**config.mk**
```make
export PLATFORM = sky130hd
export DESIGN_NAME = pdc_top
export DESIGN_NICKNAME = d
export VERILOG_FILES = /design/src/rtl/pdc_pkg.sv /design/src/rtl/pdc_sync.sv /design/src/rtl/pdc_counter.sv /design/src/rtl/pdc_top.sv
export SDC_FILE = /design/constraint.sdc
export NUM_CORES = 1
export LEC_CHECK = 0
export BUFFER_PORTS_ARGS = -buffer_cell sky130_fd_sc_hd__buf_2
export CAP_MARGIN = 5
export CORE_MARGIN = 2
export CORE_UTILIZATION = 35
export DETAILED_ROUTE_END_ITERATION = 8
export MAX_ROUTING_LAYER = met4
export PLACE_DENSITY = 0.5
export SLEW_MARGIN = 5
export SYNTH_ARGS = -nofsm -noshare
export SYNTH_HDL_FRONTEND = slang
export SYNTH_HIERARCHICAL = 1
export SYNTH_SLANG_ARGS = --single-unit
```
**constraint.sdc**
```tcl
create_clock -name clk_i -period 13.3 [get_ports clk_i]
set_input_delay 2.66 -clock clk_i [delete_from_list [all_inputs] [get_ports clk_i]]
set_output_delay 2.66 -clock clk_i [all_outputs]
set_load 0.005 [all_outputs]
```
**src/rtl/pdc_pkg.sv**
```systemverilog
// Shared constants for the synthesizer divider chain and serial loader
`default_nettype none
package pdc_pkg;
   // Register widths
   localparam int PRI_W = 21;
   localparam int FEAT_W = 8;
   localparam int MAIN_W = 9;
   localparam int REF_W = 6;
   localparam int SWAL_W = 4;
   // Prescaler moduli
   localparam logic [3:0] PRE_LO_SMALL = 4'h5;
   localparam logic [3:0] PRE_HI_SMALL = 4'hA;
   // Primary register field positions, bit 20 is shifted first
   localparam int PRI_REF54_POS = 19;
   localparam int PRI_MAIN87_POS = 17;
   localparam int PRI_PREDIS_POS = 16;
   localparam int PRI_MAIN60_POS = 9;
   localparam int PRI_REF30_POS = 5;
   localparam int PRI_SWAL_POS = 1;
   localparam int PRI_ADDR_POS = 0;
   // Feature register field positions, bit 7 is shifted first
   localparam int FEAT_MAINOUT_POS = 5;
   localparam int FEAT_PWRDN_POS = 4;
   localparam int FEAT_CNTLOAD_POS = 3;
   localparam int FEAT_MODOUT_POS = 2;
   localparam int FEAT_REFOUT_POS = 1;
   localparam int FEAT_LDDIS_POS = 0;
   // Reset values
   localparam logic [20:0] PRI_RST = 21'h000000;
   localparam logic [7:0] FEAT_RST = 8'h00;
endpackage : pdc_pkg
`default_nettype wire

```
**src/rtl/pdc_sync.sv**
```systemverilog
// Two flip-flop synchroniser with rising and falling edge detect
`default_nettype none
module pdc_sync (
   // Clock and reset
   input wire logic clk_i,
   input wire logic rst_n_i,
   // Asynchronous level in
   input wire logic d_i,
   // Synchronised level and edges
   output logic q_o,
   output logic rise_o,
   output logic fall_o
);
   logic meta_reg; // First stage, read only by second stage
   logic q_reg; // Second stage
   logic prev_reg; // Delayed copy for edges

   // Sync chain
   always_ff @(posedge clk_i or negedge rst_n_i) begin
      if (!rst_n_i) begin
         meta_reg <= 1'b0;
         q_reg <= 1'b0;
         prev_reg <= 1'b0;
      end else begin
         meta_reg <= d_i;
         q_reg <= meta_reg;
         prev_reg <= q_reg;
      end
   end

   // Edges taken from stable stages only
   assign q_o = q_reg;
   assign rise_o = q_reg & ~prev_reg;
   assign fall_o = ~q_reg & prev_reg;
endmodule : pdc_sync
`default_nettype wire

```
**src/rtl/pdc_counter.sv**
```systemverilog
// Down counter dividing an input edge stream by load value plus one
`default_nettype none
module pdc_counter #(
   parameter int W = 9
) (
   // Clock and reset
   input wire logic clk_i,
   input wire logic rst_n_i,
   // Count edge strobe and terminal value
   input wire logic tick_i,
   input wire logic [W-1:0] load_i,
   // Wrap pulse, one per load+1 ticks
   output logic wrap_o
);
   logic [W-1:0] cnt_reg; // Remaining ticks

   // Count down, reload on wrap
   always_ff @(posedge clk_i or negedge rst_n_i) begin
      if (!rst_n_i) begin
         cnt_reg <= '0;
      end else if (tick_i) begin
         if (cnt_reg == '0) begin
            cnt_reg <= load_i;
         end else begin
            cnt_reg <= cnt_reg - 1'b1;
         end
      end
   end

   // Load of zero wraps on every tick, passing the stream through
   assign wrap_o = tick_i && (cnt_reg == '0);
endmodule : pdc_counter
`default_nettype wire

```
**src/rtl/pdc_top.sv**
```systemverilog
// Divider chain, serial loader and phase comparator of the synthesizer
`default_nettype none
module pdc_top #(
   parameter int MAIN_W = pdc_pkg::MAIN_W,
   parameter int REF_W = pdc_pkg::REF_W
) (
   // Clock and reset
   input wire logic clk_i,
   input wire logic rst_n_i,
   // Serial programming pins
   input wire logic shift_clk_i,
   input wire logic serial_in_i,
   input wire logic main_load_i,
   input wire logic aux_load_i,
   input wire logic feature_enable_n_i,
   // Mode straps
   input wire logic direct_sel_i,
   input wire logic modulus_choice_i,
   // Direct programming pins
   input wire logic [MAIN_W-1:0] direct_main_i,
   input wire logic [REF_W-1:0] direct_ref_i,
   input wire logic [3:0] direct_swallow_i,
   input wire logic direct_pre_dis_i,
   // Counter clock inputs
   input wire logic rf_in_i,
   input wire logic ref_in_i,
   // Divider and comparator outputs
   output logic main_div_o,
   output logic ref_div_o,
   output logic modulus_select_out_o,
   output logic monitor_out_o,
   output logic pump_up_n_o,
   output logic pump_down_n_o,
   output logic lock_indicator_o,
   output logic power_down_o
);
   // Synchronised pins and edges
   logic sclk_rise, mload_q, mload_rise, aload_q, aload_fall;
   logic serial_in_q, rf_rise, ref_rise, fen_n_q, dsel_q, mchoice_q, pdis_q;
   logic [20:0] pri_reg; // Primary shift register
   logic [20:0] sec_reg; // Secondary holding register
   logic [7:0] fshift_reg; // Feature shift stage
   logic [7:0] fact_reg; // Feature active buffer
   logic [MAIN_W-1:0] main_val; // Effective main value
   logic [REF_W-1:0] ref_val; // Effective reference value
   logic [3:0] swal_val; // Effective swallow value
   logic pre_dis; // Prescaler disabled
   logic big_mod; // 10/11 option chosen
   logic pwr_dn, cnt_load, f_mainout, f_modout, f_refout, f_lddis;
   logic [3:0] pre_cnt_reg; // Prescaler position
   logic [MAIN_W-1:0] swal_left_reg; // Swallow cycles left this period
   logic modulus_select_out; // Larger divisor selected
   logic [3:0] pre_div; // Current prescaler divisor
   logic pre_tick; // Prescaler output strobe
   logic main_tick, main_wrap, ref_wrap;
   logic main_div_reg, ref_div_reg, modulus_select_out_reg, mon_reg;
   logic up_n_reg, dn_n_reg, lock_reg, pwr_reg;

   // Pin synchronisers, one instance with its own edge logic for each single-bit pin
   pdc_sync u_sclk (.clk_i(clk_i), .rst_n_i(rst_n_i), .d_i(shift_clk_i),
      .q_o(), .rise_o(sclk_rise), .fall_o());
   pdc_sync u_sdat (.clk_i(clk_i), .rst_n_i(rst_n_i), .d_i(serial_in_i),
      .q_o(serial_in_q), .rise_o(), .fall_o());
   pdc_sync u_mld (.clk_i(clk_i), .rst_n_i(rst_n_i), .d_i(main_load_i),
      .q_o(mload_q), .rise_o(mload_rise), .fall_o());
   pdc_sync u_ald (.clk_i(clk_i), .rst_n_i(rst_n_i), .d_i(aux_load_i),
      .q_o(aload_q), .rise_o(), .fall_o(aload_fall));
   pdc_sync u_fen (.clk_i(clk_i), .rst_n_i(rst_n_i), .d_i(feature_enable_n_i),
      .q_o(fen_n_q), .rise_o(), .fall_o());
   pdc_sync u_dsel (.clk_i(clk_i), .rst_n_i(rst_n_i), .d_i(direct_sel_i),
      .q_o(dsel_q), .rise_o(), .fall_o());
   pdc_sync u_mch (.clk_i(clk_i), .rst_n_i(rst_n_i), .d_i(modulus_choice_i),
      .q_o(mchoice_q), .rise_o(), .fall_o());
   pdc_sync u_pdis (.clk_i(clk_i), .rst_n_i(rst_n_i), .d_i(direct_pre_dis_i),
      .q_o(pdis_q), .rise_o(), .fall_o());
   pdc_sync u_rf (.clk_i(clk_i), .rst_n_i(rst_n_i), .d_i(rf_in_i),
      .q_o(), .rise_o(rf_rise), .fall_o());
   pdc_sync u_ref (.clk_i(clk_i), .rst_n_i(rst_n_i), .d_i(ref_in_i),
      .q_o(), .rise_o(ref_rise), .fall_o());

   // Direct bus pins are static straps; two stages still guard them
   logic [MAIN_W+REF_W+3:0] dbus_meta_reg, dbus_reg;
   always_ff @(posedge clk_i or negedge rst_n_i) begin
      if (!rst_n_i) begin
         dbus_meta_reg <= '0;
         dbus_reg <= '0;
      end else begin
         dbus_meta_reg <= {direct_main_i, direct_ref_i, direct_swallow_i};
         dbus_reg <= dbus_meta_reg;
      end
   end

   // Primary shift, only while both strobes low
   always_ff @(posedge clk_i or negedge rst_n_i) begin
      if (!rst_n_i) begin
         pri_reg <= pdc_pkg::PRI_RST;
      end else if (sclk_rise && !aload_q && !mload_q) begin
         pri_reg <= {pri_reg[19:0], serial_in_q};
      end
   end

   // Secondary load on main strobe rise, or continuously when enabled
   always_ff @(posedge clk_i or negedge rst_n_i) begin
      if (!rst_n_i) begin
         sec_reg <= pdc_pkg::PRI_RST;
      end else if (mload_rise || cnt_load) begin
         sec_reg <= pri_reg;
      end
   end

   // Feature shift stage; never touches the active controls
   always_ff @(posedge clk_i or negedge rst_n_i) begin
      if (!rst_n_i) begin
         fshift_reg <= pdc_pkg::FEAT_RST;
      end else if (sclk_rise && aload_q && !mload_q) begin
         fshift_reg <= {fshift_reg[6:0], serial_in_q};
      end
   end

   // Active buffer captured on aux strobe fall only
   always_ff @(posedge clk_i or negedge rst_n_i) begin
      if (!rst_n_i) begin
         fact_reg <= pdc_pkg::FEAT_RST;
      end else if (aload_fall) begin
         fact_reg <= fshift_reg;
      end
   end

   // Feature controls gated by active-low enable
   always_comb begin
      pwr_dn = !fen_n_q && fact_reg[pdc_pkg::FEAT_PWRDN_POS];
      cnt_load = !fen_n_q && fact_reg[pdc_pkg::FEAT_CNTLOAD_POS];
      f_mainout = !fen_n_q && fact_reg[pdc_pkg::FEAT_MAINOUT_POS];
      f_modout = !fen_n_q && fact_reg[pdc_pkg::FEAT_MODOUT_POS];
      f_refout = !fen_n_q && fact_reg[pdc_pkg::FEAT_REFOUT_POS];
      f_lddis = !fen_n_q && fact_reg[pdc_pkg::FEAT_LDDIS_POS];
   end

   // Setting source: direct pins or secondary register
   always_comb begin
      if (dsel_q) begin
         main_val = dbus_reg[REF_W+4 +: MAIN_W];
         ref_val = dbus_reg[4 +: REF_W];
         swal_val = dbus_reg[3:0];
         pre_dis = pdis_q;
      end else begin
         main_val = {sec_reg[pdc_pkg::PRI_MAIN87_POS +: 2],
            sec_reg[pdc_pkg::PRI_MAIN60_POS +: 7]};
         ref_val = {sec_reg[pdc_pkg::PRI_REF54_POS +: 2],
            sec_reg[pdc_pkg::PRI_REF30_POS +: 4]};
         swal_val = sec_reg[pdc_pkg::PRI_SWAL_POS +: 4];
         pre_dis = sec_reg[pdc_pkg::PRI_PREDIS_POS];
      end
      big_mod = mchoice_q;
   end

   // Modulus select: larger divisor while swallow cycles remain
   assign modulus_select_out = (swal_left_reg != '0);
   always_comb begin
      pre_div = big_mod ? pdc_pkg::PRE_HI_SMALL : pdc_pkg::PRE_LO_SMALL;
      if (modulus_select_out) begin
         pre_div = pre_div + 4'h1;
      end
   end

   // Prescaler: counts RF edges, bypassed when disabled
   always_ff @(posedge clk_i or negedge rst_n_i) begin
      if (!rst_n_i) begin
         pre_cnt_reg <= '0;
      end else if (pre_dis || pwr_dn) begin
         pre_cnt_reg <= '0;
      end else if (rf_rise) begin
         if (pre_cnt_reg >= pre_div - 4'h1) begin
            pre_cnt_reg <= '0;
         end else begin
            pre_cnt_reg <= pre_cnt_reg + 4'h1;
         end
      end
   end
   assign pre_tick = rf_rise && (pre_cnt_reg >= pre_div - 4'h1);
   // Bypass feeds RF edges straight to main counter
   assign main_tick = pwr_dn ? 1'b0 : (pre_dis ? rf_rise : pre_tick);

   // Swallow tracker reloads each main period
   always_ff @(posedge clk_i or negedge rst_n_i) begin
      if (!rst_n_i) begin
         swal_left_reg <= '0;
      end else if (pre_dis || pwr_dn) begin
         swal_left_reg <= '0;
      end else if (main_wrap) begin
         swal_left_reg <= {{(MAIN_W-4){1'b0}}, swal_val};
      end else if (pre_tick && modulus_select_out) begin
         swal_left_reg <= swal_left_reg - 1'b1;
      end
   end

   // Main counter, divides by value plus one; host keeps value >= 1
   pdc_counter #(.W(MAIN_W)) u_main (.clk_i(clk_i), .rst_n_i(rst_n_i),
      .tick_i(main_tick), .load_i(main_val), .wrap_o(main_wrap));

   // Reference counter; value zero wraps on every edge
   pdc_counter #(.W(REF_W)) u_ref_cnt (.clk_i(clk_i), .rst_n_i(rst_n_i),
      .tick_i(ref_rise && !pwr_dn), .load_i(ref_val),
      .wrap_o(ref_wrap));

   // Divided outputs as single-cycle pulses, modulus select as a registered level
   always_ff @(posedge clk_i or negedge rst_n_i) begin
      if (!rst_n_i) begin
         main_div_reg <= 1'b0;
         ref_div_reg <= 1'b0;
         modulus_select_out_reg <= 1'b0;
      end else begin
         main_div_reg <= main_wrap;
         ref_div_reg <= ref_wrap;
         modulus_select_out_reg <= modulus_select_out;
      end
   end

   // Phase comparator: leading edge drives its pump low until other edge
   always_ff @(posedge clk_i or negedge rst_n_i) begin
      if (!rst_n_i) begin
         up_n_reg <= 1'b1;
         dn_n_reg <= 1'b1;
      end else if (main_wrap && ref_wrap) begin
         up_n_reg <= 1'b1;
         dn_n_reg <= 1'b1;
      end else if (main_wrap) begin
         if (!up_n_reg) begin
            up_n_reg <= 1'b1;
         end else begin
            dn_n_reg <= 1'b0;
         end
      end else if (ref_wrap) begin
         if (!dn_n_reg) begin
            dn_n_reg <= 1'b1;
         end else begin
            up_n_reg <= 1'b0;
         end
      end
   end

   // Monitor pin mux, lock and power state
   always_ff @(posedge clk_i or negedge rst_n_i) begin
      if (!rst_n_i) begin
         mon_reg <= 1'b0;
         lock_reg <= 1'b0;
         pwr_reg <= 1'b0;
      end else begin
         if (f_mainout) begin
            mon_reg <= main_wrap;
         end else if (f_modout) begin
            mon_reg <= modulus_select_out;
         end else if (f_refout) begin
            mon_reg <= ref_wrap;
         end else begin
            mon_reg <= 1'b0;
         end
         // Lock is high while neither pump is active, unless disabled
         lock_reg <= !f_lddis && up_n_reg && dn_n_reg;
         pwr_reg <= pwr_dn;
      end
   end

   assign main_div_o = main_div_reg;
   assign ref_div_o = ref_div_reg;
   assign modulus_select_out_o = modulus_select_out_reg;
   assign monitor_out_o = mon_reg;
   assign pump_up_n_o = up_n_reg;
   assign pump_down_n_o = dn_n_reg;
   assign lock_indicator_o = lock_reg;
   assign power_down_o = pwr_reg;
endmodule : pdc_top
`default_nettype wire

```
==> results.md <==
- The root buffer cell chosen for the clock tree is clkbuf_16.
- In this run, post-CTS repair resized a total of 0 instances.
- The pin count of the biggest net entering global routing is 87.
- The combinational power share is 21.1%.
- The clock network burns 35.7% of the power.
- The remaining antenna violation count after routing is 0.
- The hold violation total from the final report was 0.
- The final layout contains 515 nets.
- The total of buffers placed on input and output ports is 38.
- The final clock period utilization by the worst path is 40.1%.
- The post-route non-filler standard cell count is 706.
- The max-slew violation total from the final report is 0.
- The worst-case setup margin in the final layout is 7.96 ns.
- The clock tree from TritonCTS is yes.
- The layout-stage area growth over the synthesis result is 18.0%.
- The number of flip-flops in the largest register is 21.
- The die height is 134 um.
- The core region is 0.0166 mm2.
- The boundary pin count is 39.
- The kind of start point of the critical path is a flip-flop.
- The H-tree generated during clock tree synthesis spans 4 levels.
- The initial antenna violation count came to 0.
- Dividing the synthesized area by the synthesized cell count gives 13.9 um2.
- The number of nets handed over by synthesis was 468.
- Internal power comes to 978 uW.
- At the pin with the least slew margin, the transition time is 0.820 ns.
- The proportion of layout cells with a drive suffix above 1 is 33.3%.
- The Yosys warning count is 6.
- The die covers 0.0180 mm2.
- The largest individual stage delay along the critical path comes from the cell a21oi_1.
- In this run the static leakage power is 0.00324 uW.
- The worst slew margin relative to its limit is 45.3%.
- The source-to-sink clock delay at the later pin of the worst-skew pair is 0.42 ns.
- At the placement stage, the worst setup path has a slack of 7.93 ns.
- The floorplan step set the die width to 134 um.
- The number of buffers and inverters on the critical path is 1.
- After detailed routing, the number of vias per cell comes to 4.69.
- The completed layout was analyzed and its total power is 1380 uW.
- The global-route usage over all layers is 12.9%.
- The congestion estimate from routability-driven global placement came to 0.816.
- The total grt overflow is 0.
- The initial utilization of the core area, before any placement, comes to 35.7%.
- The largest single stage delay on the critical path is 0.66 ns.
- Among cell families on the critical path, the largest total delay comes from simple AND/OR/NAND/NOR gates.
- The detail-routed net length per standard cell is 14.6 um.
- The total detailed-routing wirelength is 10300 um.
- Once the clock tree was built, the setup fixing pass inserted 0 buffers.
- The setup TNS is 0 ns.
- The areal power density over the cells is 197 mW/mm2.
- STA classifies the critical path endpoint as a flip-flop.
- The number of violations reported at the end of detailed-routing iteration 0 is 207.
- The routed layout has 3314 vias.
- The number of instances in the synthesized netlist is 426.
- The final worst clock skew is 0.00724 ns.
- After detailed routing, the number of remaining DRC violations is 0.
- At the worst endpoint, the required time is 13.59 ns.
- The number of iterations in the first detailed-routing pass is 4.
- The flow ran to the end, and the final reports show no timing, DRC or antenna violations.
- The clock period minus final worst setup slack is 5.34 ns.
- The maximum clock path buffer count is 2.
- Once placement completed, the tool counted placed cells totaling 674.
- The number of rows created at floorplan is 47.
- After clock tree synthesis, the clock-pin slew on the worst setup and hold paths is 0.06 ns.
- The data arrival time at the worst-slack endpoint is 5.63 ns.
- Derived from the worst setup path, the maximum achievable clock frequency is 187 MHz.
- The clock net in this run drives a total of 152 sinks.
- Once detailed placement completed, the half-perimeter wirelength came to 6720 um.
- Final hold analysis gives a worst-case slack of 0.347 ns.
- The number of global-route vias before repair came to 3388.
- Setup repair after global routing left no endpoint under its margin.
- Summed over all nets, the switching power comes to 403 uW.
- The synthesized netlist occupies a cell area of 0.00593 mm2.
- The worst-case vdd ir drop is 0.0984 mV.
- The final number of setup-violating endpoints is 0.
- The number of buffers created by CTS is 17.
- The net switching share of the total power is 29.2%.
- The critical path is of the reg -> reg type.
- The tool flagged a number of max-cap violations equal to 0.
- 0 antenna diodes ended up in the layout.
- The class of the tightest hold or removal check is reg -> reg.
- The peak fanout along the critical path is 13.
- The hold-fix buffer count after cts is 0.
- The wire length of the first global-routing pass is 17300 um.
- The critical path goes through inv_1, ha_1, or4b_2, or2_2, ha_1, ha_1, nand2b_1, a2111oi_4, or2_2, a21oi_1, nand3b_1, or3_1, nor2_1, or2_2, a21oi_1.
- Registers are responsible for 43.2% of the overall power.
-- placed cells by master (no fill, tap or decap), drive strengths merged, types with 4 or more instances in the layout --
cell type / n
a21oi: 14
buf: 42
clkbuf: 19
clkinv: 5
dfrtp: 150
ha: 11
inv: 17
mux2: 68
mux2i: 9
nand2: 17
nand2b: 7
nand3: 5
nand3b: 5
nor2: 15
nor2b: 6
nor3: 8
o21a: 5
o21ai: 13
or2: 4
or4: 7
or4b: 4
-- stage by stage --
step           instance area (um2)  utilization, %
2_1_floorplan                 5930               -
3_3_place_gp                  6380            38.5
3_5_place_dp                  6380            38.5
4_1_cts                       6990            42.2
5_1_grt                       6990            42.2
6_report                      6990            42.2
-- final timing paths --
kind | to | slack [ns] | start | cells past startpoint
max reg2reg | swal_left_reg[6] | 7.96 | swal_left_reg[0] | 15
min reg2reg | u_ref/q_o | 0.35 | u_ref/meta_reg | 0
max in group asynchronous | sec_reg[17] | 9.70 | rst_n_i | 2
max | swal_left_reg[6] | 7.96 | swal_left_reg[0] | 15
min in group asynchronous | u_ald/q_o | 2.30 | rst_n_i | 1
min | u_ref/q_o | 0.35 | u_ref/meta_reg | 0
-- per-layer routing --
metal | vias up | share of wire (%) | track usage [%]
met2 | 51 | 46 | 18.5
met3 | 11 | 3.7 | 4.16
met5 | - | 0 | -
met1 | 1636 | 49 | 17.0
li1 | 1616 | - | -
met4 | 0 | 1.4 | 5.03
-- power by group through the flow --
stage	clock [uW]	combinational (uW)	sequential [uW]
6_report	493	292	596
4_1_cts	508	295	596
5_1_grt	530	333	608
3_5_place_dp	0	295	604
3_3_place_gp	0	286	602
2_1_floorplan	0	231	587
-- worst register-to-register path, stage by stage (launching register included) --
cell and delay (ns):
dfrtp_1 0.40, inv_1 0.12, ha_1 0.17, or4b_2 0.65
or2_2 0.35, ha_1 0.28, ha_1 0.26, nand2b_1 0.14
a2111oi_4 0.13, or2_2 0.41, a21oi_1 0.66, nand3b_1 0.25
or3_1 0.43, nor2_1 0.62, or2_2 0.29, a21oi_1 0.05
-- cell type report --
| type | instances | area [um2] |
|---|---|---|
| multi-input cells | 246 | 2020 |
| clock inverters | 13 | 170 |
| clock buffers | 19 | 443 |
| repair buffers | 42 | 226 |
| well taps | 220 | 275 |
| flip-flops and latches | 152 | 3810 |
| fillers | 1534 | 9590 |
| inverters | 14 | 52.6 |
Note: power is estimated with default switching activity, not from simulation.
